**config.mk**
```make
export PLATFORM = sky130hd
export DESIGN_NAME = dcr_debug_control
export DESIGN_NICKNAME = d
export VERILOG_FILES = /design/src/verilog/dcr_pkg.sv /design/src/verilog/dcr_debug_control.sv
export SDC_FILE = /design/constraint.sdc
export NUM_CORES = 1
export LEC_CHECK = 0
export CAP_MARGIN = 15
export CORE_ASPECT_RATIO = 0.6
export CORE_MARGIN = 2
export CORE_UTILIZATION = 30
export CTS_BUF_LIST = sky130_fd_sc_hd__clkbuf_4
export CTS_CLUSTER_DIAMETER = 40
export CTS_CLUSTER_SIZE = 14
export DETAILED_ROUTE_END_ITERATION = 10
export DONT_BUFFER_PORTS = 1
export GPL_TIMING_DRIVEN = 0
export SLEW_MARGIN = 15
export SYNTH_ARGS = -nofsm -noshare
export SYNTH_HDL_FRONTEND = slang
export SYNTH_SLANG_ARGS = --single-unit
```
**constraint.sdc**
```tcl
create_clock -name ref_clk_i -period 2 [get_ports ref_clk_i]
set_input_delay 0.1 -clock ref_clk_i [delete_from_list [all_inputs] [get_ports ref_clk_i]]
set_output_delay 0.1 -clock ref_clk_i [all_outputs]
set_load 0.1 [all_outputs]
```
**src/verilog/dcr_pkg.sv**
```systemverilog
// Purpose: Shared constants and carrier types for the debug control register block.
// Assumes: One 8-bit control register reached by host commands over the debug link.
// Notes: Bit positions, reset value and command codes live here only.
package dcr_pkg;
    // =====================================================================
    // Register layout
    localparam logic [7:0] DCR_RESET_VAL = 8'h00;
    localparam int DCR_HALT_BIT = 7;
    localparam int DCR_BREAKPOINT_ENABLE_BIT_BIT = 6;
    localparam int DCR_ACKEN_BIT = 5;
    localparam int DCR_SPIN_BIT = 4;
    localparam int DCR_PCM_BIT = 3;
    localparam int DCR_CZ_BIT = 2;
    localparam int DCR_RSVD_BIT = 1;
    localparam int DCR_RST_BIT = 0;
    // =====================================================================
    // Link commands, codes and counter values
    localparam logic [7:0] DCR_CMD_READ_CTL = 8'h05;
    localparam logic [7:0] DCR_CMD_WRITE_CTL = 8'h04;
    localparam logic [7:0] DCR_ACK_BYTE = 8'hff;
    localparam logic [7:0] DCR_BREAK_OPCODE = 8'h00;
    localparam logic [15:0] DCR_CNT_ZERO = 16'h0000;
    localparam logic [15:0] DCR_CNT_ONE = 16'h0001;

    // Host-side write request from the command decoder.
    typedef struct packed {
        logic wr;
        logic [7:0] data;
    } dcr_host_wr_t;

    // Processor-side events sampled each cycle.
    typedef struct packed {
        logic brk_decoded;
        logic [15:0] pc;
        logic instr_retired;
    } dcr_cpu_evt_t;
endpackage : dcr_pkg

```
**src/verilog/dcr_debug_control.sv**
```systemverilog
// Purpose: Debug control register with halt, break, acknowledge and counter breakpoint logic.
// Assumes: Host command decoding of the serial link is done outside; writes arrive as one-cycle strobes.
// Notes: The device reset request is held until the system reports that its reset sequence is done.
`timescale 1ns/1ps
module dcr_debug_control (
    input wire logic ref_clk_i,
    input wire logic rst_b_i,
    input wire dcr_pkg::dcr_host_wr_t host_wr_i,
    input wire logic host_rd_i,
    input wire dcr_pkg::dcr_cpu_evt_t cpu_evt_i,
    input wire logic sys_reset_done_i,
    input wire logic ack_tx_done_i,
    input wire logic cnt_load_i,
    input wire logic [15:0] cnt_load_val_i,
    output logic [7:0] ctl_o,
    output logic [7:0] rd_data_o,
    output logic rd_valid_o,
    output logic fetch_stop_o,
    output logic brk_spin_o,
    output logic brk_nop_o,
    output logic sys_reset_o,
    output logic ack_tx_req_o,
    output logic [7:0] ack_byte_o,
    output logic cpu_idle_o,
    output logic [15:0] cnt_o
);
    import dcr_pkg::*;

    logic [7:0] ctl_q;
    logic [15:0] cnt_q;
    logic brk_seen_q;
    logic ack_pend_q;
    logic rd_valid_q;
    logic [7:0] rd_data_q;
    logic brk_en;
    logic brk_fire;
    logic pcm_hit;
    logic cz_hit;
    logic auto_halt;
    logic [7:0] ctl_d;
    logic brk_seen_d;
    logic spin_q;
    logic nop_q;
    logic idle_q;

    // =====================================================================
    // Break and breakpoint event decode
    // The opcode value is not compared here; the core flags its decode.
    // break disabled
    assign brk_en = ctl_q[DCR_BREAKPOINT_ENABLE_BIT_BIT];
    assign brk_fire = cpu_evt_i.brk_decoded & brk_en;
    assign pcm_hit = ctl_q[DCR_PCM_BIT] & ~ctl_q[DCR_HALT_BIT] & (cpu_evt_i.pc == cnt_q);
    // zero count break
    // A load in the same cycle overrides the decrement, so it must not trip the break.
    assign cz_hit = ctl_q[DCR_CZ_BIT] & ~ctl_q[DCR_PCM_BIT] & ~ctl_q[DCR_HALT_BIT]
                  & cpu_evt_i.instr_retired & ~cnt_load_i & (cnt_q == DCR_CNT_ONE);
    assign auto_halt = (brk_fire & ~ctl_q[DCR_SPIN_BIT]) | pcm_hit | cz_hit;

    // =====================================================================
    // Control register next value; hardware events are applied after the host write.
    // The status flops below read this value, so they move on the same edge as the register.
    always_comb begin
        ctl_d = ctl_q;
        if (host_wr_i.wr) begin
            ctl_d = host_wr_i.data;
            ctl_d[DCR_RSVD_BIT] = 1'b0;
            ctl_d[DCR_RST_BIT] = host_wr_i.data[DCR_RST_BIT] | (ctl_q[DCR_RST_BIT] & ~sys_reset_done_i);
        end else if (sys_reset_done_i) begin
            ctl_d[DCR_RST_BIT] = 1'b0;
        end
        // Hardware halt wins over a coincident host write.
        if (auto_halt) begin
            ctl_d[DCR_HALT_BIT] = 1'b1;
        end
        if (ack_tx_done_i & ack_pend_q) begin
            ctl_d[DCR_ACKEN_BIT] = 1'b0;
        end
    end

    // Control register; only power-on reset clears it, so a device reset keeps it.
    // bits survive soft reset
    always_ff @(posedge ref_clk_i or negedge rst_b_i) begin
        if (!rst_b_i) begin
            ctl_q <= DCR_RESET_VAL;
        end else begin
            ctl_q <= ctl_d;
        end
    end

    // =====================================================================
    // Acknowledge byte request; held until the transmitter reports it sent.
    // acknowledge on break
    always_ff @(posedge ref_clk_i or negedge rst_b_i) begin
        if (!rst_b_i) begin
            ack_pend_q <= 1'b0;
        end else if ((brk_fire | pcm_hit | cz_hit) & ctl_q[DCR_ACKEN_BIT] & ~ack_pend_q) begin
            ack_pend_q <= 1'b1;
        end else if (ack_tx_done_i) begin
            ack_pend_q <= 1'b0;
        end
    end

    // =====================================================================
    // Debug counter: counts retired instructions down unless in match mode or halted.
    // It is never cleared on leaving debug state, which keeps zero-break counts intact.
    always_ff @(posedge ref_clk_i or negedge rst_b_i) begin
        if (!rst_b_i) begin
            cnt_q <= DCR_CNT_ZERO;
        end else if (cnt_load_i) begin
            cnt_q <= cnt_load_val_i;
        end else if (~ctl_q[DCR_PCM_BIT] & ~ctl_q[DCR_HALT_BIT] & cpu_evt_i.instr_retired) begin
            cnt_q <= cnt_q - DCR_CNT_ONE;
        end
    end

    // =====================================================================
    // Break-seen flag for idle status; a break in the same cycle as a write wins.
    always_comb begin
        brk_seen_d = brk_seen_q;
        if (brk_fire) begin
            brk_seen_d = 1'b1;
        end else if (host_wr_i.wr) begin
            brk_seen_d = 1'b0;
        end
    end

    always_ff @(posedge ref_clk_i or negedge rst_b_i) begin
        if (!rst_b_i) begin
            brk_seen_q <= 1'b0;
        end else begin
            brk_seen_q <= brk_seen_d;
        end
    end

    // =====================================================================
    // Status outputs
    // Registered from next values so that every output leaves a flip-flop without extra lag.
    // status flops
    always_ff @(posedge ref_clk_i or negedge rst_b_i) begin
        if (!rst_b_i) begin
            spin_q <= DCR_RESET_VAL[DCR_BREAKPOINT_ENABLE_BIT_BIT] & DCR_RESET_VAL[DCR_SPIN_BIT];
            nop_q <= ~DCR_RESET_VAL[DCR_BREAKPOINT_ENABLE_BIT_BIT];
            idle_q <= DCR_RESET_VAL[DCR_HALT_BIT];
        end else begin
            spin_q <= ctl_d[DCR_BREAKPOINT_ENABLE_BIT_BIT] & ctl_d[DCR_SPIN_BIT];
            nop_q <= ~ctl_d[DCR_BREAKPOINT_ENABLE_BIT_BIT];
            idle_q <= ctl_d[DCR_HALT_BIT] | brk_seen_d;
        end
    end

    // =====================================================================
    // Read answer for the read-control command.
    // read back
    always_ff @(posedge ref_clk_i or negedge rst_b_i) begin
        if (!rst_b_i) begin
            rd_valid_q <= 1'b0;
            rd_data_q <= DCR_RESET_VAL;
        end else begin
            rd_valid_q <= host_rd_i;
            if (host_rd_i) begin
                rd_data_q <= ctl_q;
            end
        end
    end

    // =====================================================================
    // Outputs, all straight from flip-flops except the constant ack_byte_o.
    // device reset request
    assign sys_reset_o = ctl_q[DCR_RST_BIT];
    assign ctl_o = ctl_q;
    assign rd_data_o = rd_data_q;
    assign rd_valid_o = rd_valid_q;
    assign fetch_stop_o = ctl_q[DCR_HALT_BIT];
    assign brk_spin_o = spin_q;
    assign brk_nop_o = nop_q;
    assign ack_tx_req_o = ack_pend_q;
    assign ack_byte_o = DCR_ACK_BYTE;
    assign cpu_idle_o = idle_q;
    assign cnt_o = cnt_q;
endmodule : dcr_debug_control

```
==> results.py, run 1 <==
metrics = {
    "yosys": {
        "synth_area_leaders": "dfrtp_1 (45%), xnor2_1 (9.5%), mux2_2 (5.8%)",
        "synth_ff_type": "dfrtp_1",
        "synth_common_cells": "dfrtp_1 (35), nand2_1 (26), xnor2_1 (21)",
        "synth-edff-count": 0,
        "synthCells": 191,
        "yosysTopAreaCell": "dfrtp_1",
        "yosysTopAreaCellShare_pct": 45.1,
        "ys_ff_latch": 36,
        "ys_types": 33,
        "avgSynthCellArea_um2": 10.2,
        "ys.warnings.count": 0,
        "synth.most_common_cell": "dfrtp_1",
        "ys_seq_area_share_pct": 46.5,
        "synthArstFlopShare_pct": 100,
        "syn-cell-area_um2": 1940,
    },
    "final_layout": {
        "final_nets": 287,
        "fin_area_um2": 2560,
        "final_cells": 321,
        "drive_gt1_share_pct": 29.1,
        "area.growth.synth_to_final_pct": 31.7,
        "antenna_cells": 0,
    },
    "worst_setup_path": {
        "crit_chain": "or4_4 -> or4_4 -> nor3b_2 -> xnor2_1 -> o21ai_1",
        "worst-path-max-fanout": 5,
        "arrival_ns": 2.51,
        "crit_slowest_cell": "dfrtp_4",
        "startpoint_type": "register",
        "cp_top_family": "simple AND/OR/NAND/NOR gates",
        "end_kind": "register",
        "crit_path_frequent_cell": "or4_4",
        "path_buf_inv": 0,
        "crit_required_ns": 2.21,
        "worstSetupPathType": "register to register",
        "slowest_delay_ns": 0.66,
    },
    "place": {
        "dp_hpwl_um": 4030,
        "dp_cells": 283,
        "dpl_cell_area_um2": 2120,
        "place_ws_ns": -0.295,
        "gp_congestion": 0.757,
        "io_buffers": 0,
    },
    "power": {
        "p_int_uw": 1270,
        "power.switching_uw": 1270,
        "ir_worst_vdd_mv": 0.392,
        "seqPwrFrac_pct": 62.1,
        "p_leak_uw": 0.000997,
        "p_comb_share_pct": 17.3,
        "power_uw": 2540,
        "p_sw_share_pct": 50.1,
        "p_clk_share_pct": 20.6,
        "power_density_nw_per_um2": 995,
    },
    "global_route": {
        "grt_usage_pct": 15.6,
        "gr-total-overflow": 0,
        "grt_pass1_wl_um": 8200,
        "antenna_found_initial": 0,
        "grt_pass1_vias": 1546,
        "grt_max_degree": 37,
    },
    "clock_tree": {
        "cts_num_sinks": 36,
        "cts_buffers": 5,
        "clk_latency_ns": 0.34,
        "cts_htree_levels": 2,
        "clk_pin_slew_worst_paths_ns": 0.12,
        "cts_root_buffer": "clkbuf_4",
        "cts_buffer_depth": 2,
        "tritoncts": "built",
    },
    "drt": {
        "routedWlPerCell_um": 16.6,
        "num_vias": 1459,
        "drt_wl_total_um": 5320,
        "vias_per_cell": 4.55,
        "first_pass_iters": 4,
        "drtIter0Drc": 127,
        "ant_nets": 0,
        "drc": 0,
    },
    "sta": {
        "tightestPinTransition_ns": 1.00,
        "relSlewSlack_pct": 33.0,
        "fmax_mhz": 436,
        "fin_crit_sh_pct": 115,
        "setup_viol": 6,
        "fin_skew_ns": 0.00975,
        "hold_viol_final": 0,
        "fin_ws_ns": -0.295,
        "report.final.slew_viol_count": 0,
        "rsz0062_at_grt": "true",
        "period_needed_ns": 2.30,
        "whs_ns": 0.0330,
    },
    "outcome": {
        "failed_checks": "setup timing",
        "status": "finished, violations left",
    },
    "die": {
        "io_pins": 96,
        "core-area_um2": 6190,
        "die_h_um": 66.3,
        "die_w_um": 108,
        "row_count": 22,
        "start_util_pct": 31.3,
        "die_area_um2": 7150,
    },
    "run": {
        "drv_cap": 0,
    },
    "min_path": {
        "hp-class": "input pin to register",
    },
}
==> per-layer routing <==
layer / track usage (%) / part of all wire, %
met3: 6.01 / 7.7
met2: 23.6 / 42
met5: 0 / 0
met1: 21.8 / 50
met4: 1.92 / 0.19
==> worst register-to-register path: cells and delay by family (launching register included) <==
family	cells	cell delay [ns]
AOI/OAI and AO/OA	1	0.07
xor gates and xnor gates	1	0.15
DFF	1	0.66
and+or+nand+nor	3	1.30
==> power by group through the flow <==
stage / clock network [µW] / logic [µW] / registers [µW]
after floorplan: 0 / 323 / 1540
after detailed placement: 0 / 365 / 1590
after global placement: 0 / 359 / 1580
after global routing: 577 / 481 / 1600
final: 524 / 441 / 1580
after CTS: 545 / 445 / 1580
==> cell type report <==
cell class,count,area (µm²)
Fill cell,630,3640
Multi-Input combinational cell,141,988
Sequential cell,36,947
Timing Repair Buffer,30,308
Buffer,17,109
Tap cell,84,105
Clock inverter,3,42.5
Clock buffer,5,37.5
Inverter,5,18.8
==> timing repair <==
action | in CTS | in global routing
setup endpoints to repair | 14 | 11
pin swaps | 2 | 1
setup buffers | 1 | 0
hold endpoints to repair | 62 | 0
hold buffers | 29 | 0
resized for setup | 11 | 4
==> cells by family after synthesis <==
group | after synthesis | share of synthesized area [%]
mux | 13 | 7.35
simple gates | 61 | 17.2
compound gates | 24 | 6.77
xor+xnor | 31 | 14.0
buf+inv | 22 | 6.58
other cells | 2 | 0.387
fa+ha+maj | 2 | 1.29
flops | 36 | 46.5
==> sequential cells by signal (all words and copies together) (netlist names) <==
name and flops:
ctl_o 7, brk_seen_q 1, rd_valid_o 1, brk_spin_o 1, brk_nop_o 1, rd_data_o 7, ack_tx_req_o 1, cnt_o 16
cpu_idle_o 1
==> layout by cell type (no fill, tap or decap), drive strengths merged <==
master,n
a211oi,1
a21oi,2
and2b,1
and3,1
buf,14
bufinv,1
clkbuf,10
clkinv,1
clkinvlp,1
conb,10
dfrtp,35
dfstp,1
dlygate4sd3,28
ha,2
inv,5
mux2,10
mux2i,3
nand2,26
nand3,4
nand3b,1
nand4,3
nor2,8
nor2b,1
nor3,6
nor3b,2
nor4,1
nor4b,2
o21ai,21
or4,4
or4b,1
xnor2,21
xor2,10
==> worst paths after layout <==
kind / start / slack (ns) / to / depth (start not counted)
max in group asynchronous: rst_b_i / 1.55 / brk_nop_o / 2
max: cnt_o[8] / -0.30 / cnt_o[14] / 5
max reg2reg: cnt_o[8] / -0.30 / cnt_o[14] / 5
min: host_wr_i[7] / 0.03 / ctl_o[7] / 4
min reg2reg: brk_seen_q / 0.57 / brk_seen_q / 2
min in group asynchronous: rst_b_i / 0.20 / rd_data_o[0] / 2
==> through the flow <==
stage          utilization (%)  setup TNS, ns
6_report                  41.3          -1.35
5_1_grt                   41.3          -1.82
4_1_cts                   41.2          -1.39
3_5_place_dp              34.2          -2.43
3_3_place_gp              34.2          -2.07
2_1_floorplan                -         -0.526
Power figures use the tool's default switching activity.
==> inputs of run 2 (changes only) <==
- CORE_UTILIZATION: 30 -> 43
- clock period: 2 -> 2.3 ns (I/O delays scaled with it)
==> results.py, run 2 (synthesis gave the netlist of run 1 again) <==
metrics = {
    "die": {
        "die_w_um": 90.7,
        "start_util_pct": 46.1,
        "io_pins": 96,
        "core-area_um2": 4210,
        "row_count": 18,
        "die_h_um": 56.0,
        "die_area_um2": 5080,
    },
    "place": {
        "gp_congestion": 0.931,
        "dpl_cell_area_um2": 2060,
        "io_buffers": 0,
        "dp_hpwl_um": 3710,
    },
    "drt": {
        "ant_nets": 0,
        "num_vias": 1529,
        "routedWlPerCell_um": 17.3,
        "drtIter0Drc": 84,
        "drt_wl_total_um": 5130,
        "vias_per_cell": 5.15,
        "first_pass_iters": 4,
        "drc": 0,
    },
    "final_layout": {
        "antenna_cells": 0,
        "final_cell_mix": "dlygate4sd3_1 (28), nand2_1 (26), xnor2_1 (21), o21ai_0 (19), dfrtp_1 (18)",
        "drive_gt1_share_pct": 26.2,
        "fillers": 376,
        "largest_register_ffs": 16,
        "final_nets": 287,
        "final_util_pct": 58.8,
        "area.growth.synth_to_final_pct": 27.6,
        "layout_commonest_cell": "dlygate4sd3_1",
        "fin_area_um2": 2480,
    },
    "global_route": {
        "grt_max_degree": 37,
        "grt_pass1_vias": 1565,
        "grt_pass1_wl_um": 8070,
        "gr-total-overflow": 0,
        "antenna_found_initial": 0,
        "grt_usage_pct": 20.6,
    },
    "power": {
        "ir_worst_vdd_mv": 0.510,
        "p_leak_uw": 0.000996,
        "power_density_nw_per_um2": 837,
    },
    "min_path": {
        "hold_start": "host_wr_i[7]",
        "hp-class": "input pin to register",
    },
    "worst_setup_path": {
        "startpoint": "cnt_o[6]",
        "arrival_ns": 2.51,
        "r2r_start": "cnt_o[6]",
        "crit_required_ns": 2.51,
        "startpoint_type": "register",
        "worst-path-max-fanout": 7,
        "end_kind": "register",
        "crit_slowest_cell": "dfrtp_4",
        "cp_top_family": "simple AND/OR/NAND/NOR gates",
        "slowest_delay_ns": 0.66,
        "crit_path_frequent_cell": "or4_4",
        "path_buf_inv": 0,
        "worstSetupPathType": "register to register",
        "crit_chain": "or4_4 -> or4_4 -> nor3b_4 -> xnor2_1 -> o21ai_1",
    },
    "sta": {
        "hold_viol_final": 0,
        "tightestPinTransition_ns": 1.05,
        "fin_skew_ns": 0.0101,
        "fmax_mhz": 436,
        "setup_viol": 0,
        "report.final.slew_viol_count": 0,
        "relSlewSlack_pct": 30.0,
        "period_needed_ns": 2.29,
        "fin_crit_sh_pct": 99.7,
        "rsz0062_at_grt": "true",
    },
    "clock_tree": {
        "cts_buffers": 5,
        "cts_htree_levels": 2,
        "cts_buffer_depth": 2,
        "cts_root_buffer": "clkbuf_4",
        "tritoncts": "built",
        "clk_latency_ns": 0.33,
        "cts_num_sinks": 36,
        "clk_pin_slew_worst_paths_ns": 0.11,
    },
    "outcome": {
        "status": "completed",
    },
    "run": {
        "drv_cap": 0,
    },
}
## run 2: cell count changes in the layout (fill, tap and decap cells not counted), sizes merged
cell and delta:
clkbuf +1, clkinvlp -1, clkinv +1, bufinv -1
## run 2: worst paths after layout
check / endpoint / slack [ns] / cells after the start
max in group asynchronous: brk_nop_o / 1.79 / 2
min reg2reg: brk_seen_q / 0.54 / 2
max: cnt_o[14] / 0.007 / 5
min: ctl_o[7] / 0.06 / 4
min in group asynchronous: ctl_o[7] / 0.26 / 2
max reg2reg: cnt_o[14] / 0.007 / 5
## run 2: power breakdown
group	internal [µW]	switching (µW)	total [µW]
Clock	125	197	322
Combinational	165	217	382
Sequential	706	662	1370
## run 2: timing repair
item,CTS,global route
hold buffers,29,0
gates resized for setup,14,7
pin swaps,3,3
endpoints found under the hold margin,62,0
setup endpoints to repair,13,9
buffers inserted,1,0
## run 2: cell type report
cell class | instances | area (µm²) | area share [%]
multi-input combinational | 141 | 980 | 39.6
sequential | 36 | 933 | 37.7
timing repair buffer | 30 | 308 | 12.4
buffer | 17 | 109 | 4.40
tap | 60 | 75.1 | 3.03
clock buffer | 6 | 45.0 | 1.82
inverter | 5 | 18.8 | 0.758
clock inverter | 2 | 7.51 | 0.303
## run 2: routing by layer
layer	global-route usage, %	wire length (µm)	vias to the layer above	part of all wire [%]
li1	-	-	712	-
met1	27.9	2300	735	45
met2	30.4	2290	76	45
met3	7.32	476	6	9.3
met4	7.91	53	0	1.0
met5	0	0	-	0
## run 2: worst min-delay path, cell delays in order
cell and delay, ns:
mux2i_1 0.04, o21ai_0 0.09, nor2_1 0.06, nand2_1 0.05
## run 2: through the flow
stage                     hold WS [ns]  TNS [ns]  instances  setup slack, ns  power [µW]
after global placement          -0.180     -1.01        259           -0.188        1670
after detailed placement        -0.180     -1.72        259           -0.250        1680
after floorplan                 -0.181         0        199           0.0275        1610
after CTS                       0.0496  -0.00258        297         -0.00258        2080
after global routing            0.0665    -0.143        297          -0.0756        2160
final                           0.0598         0        297          0.00737        2070
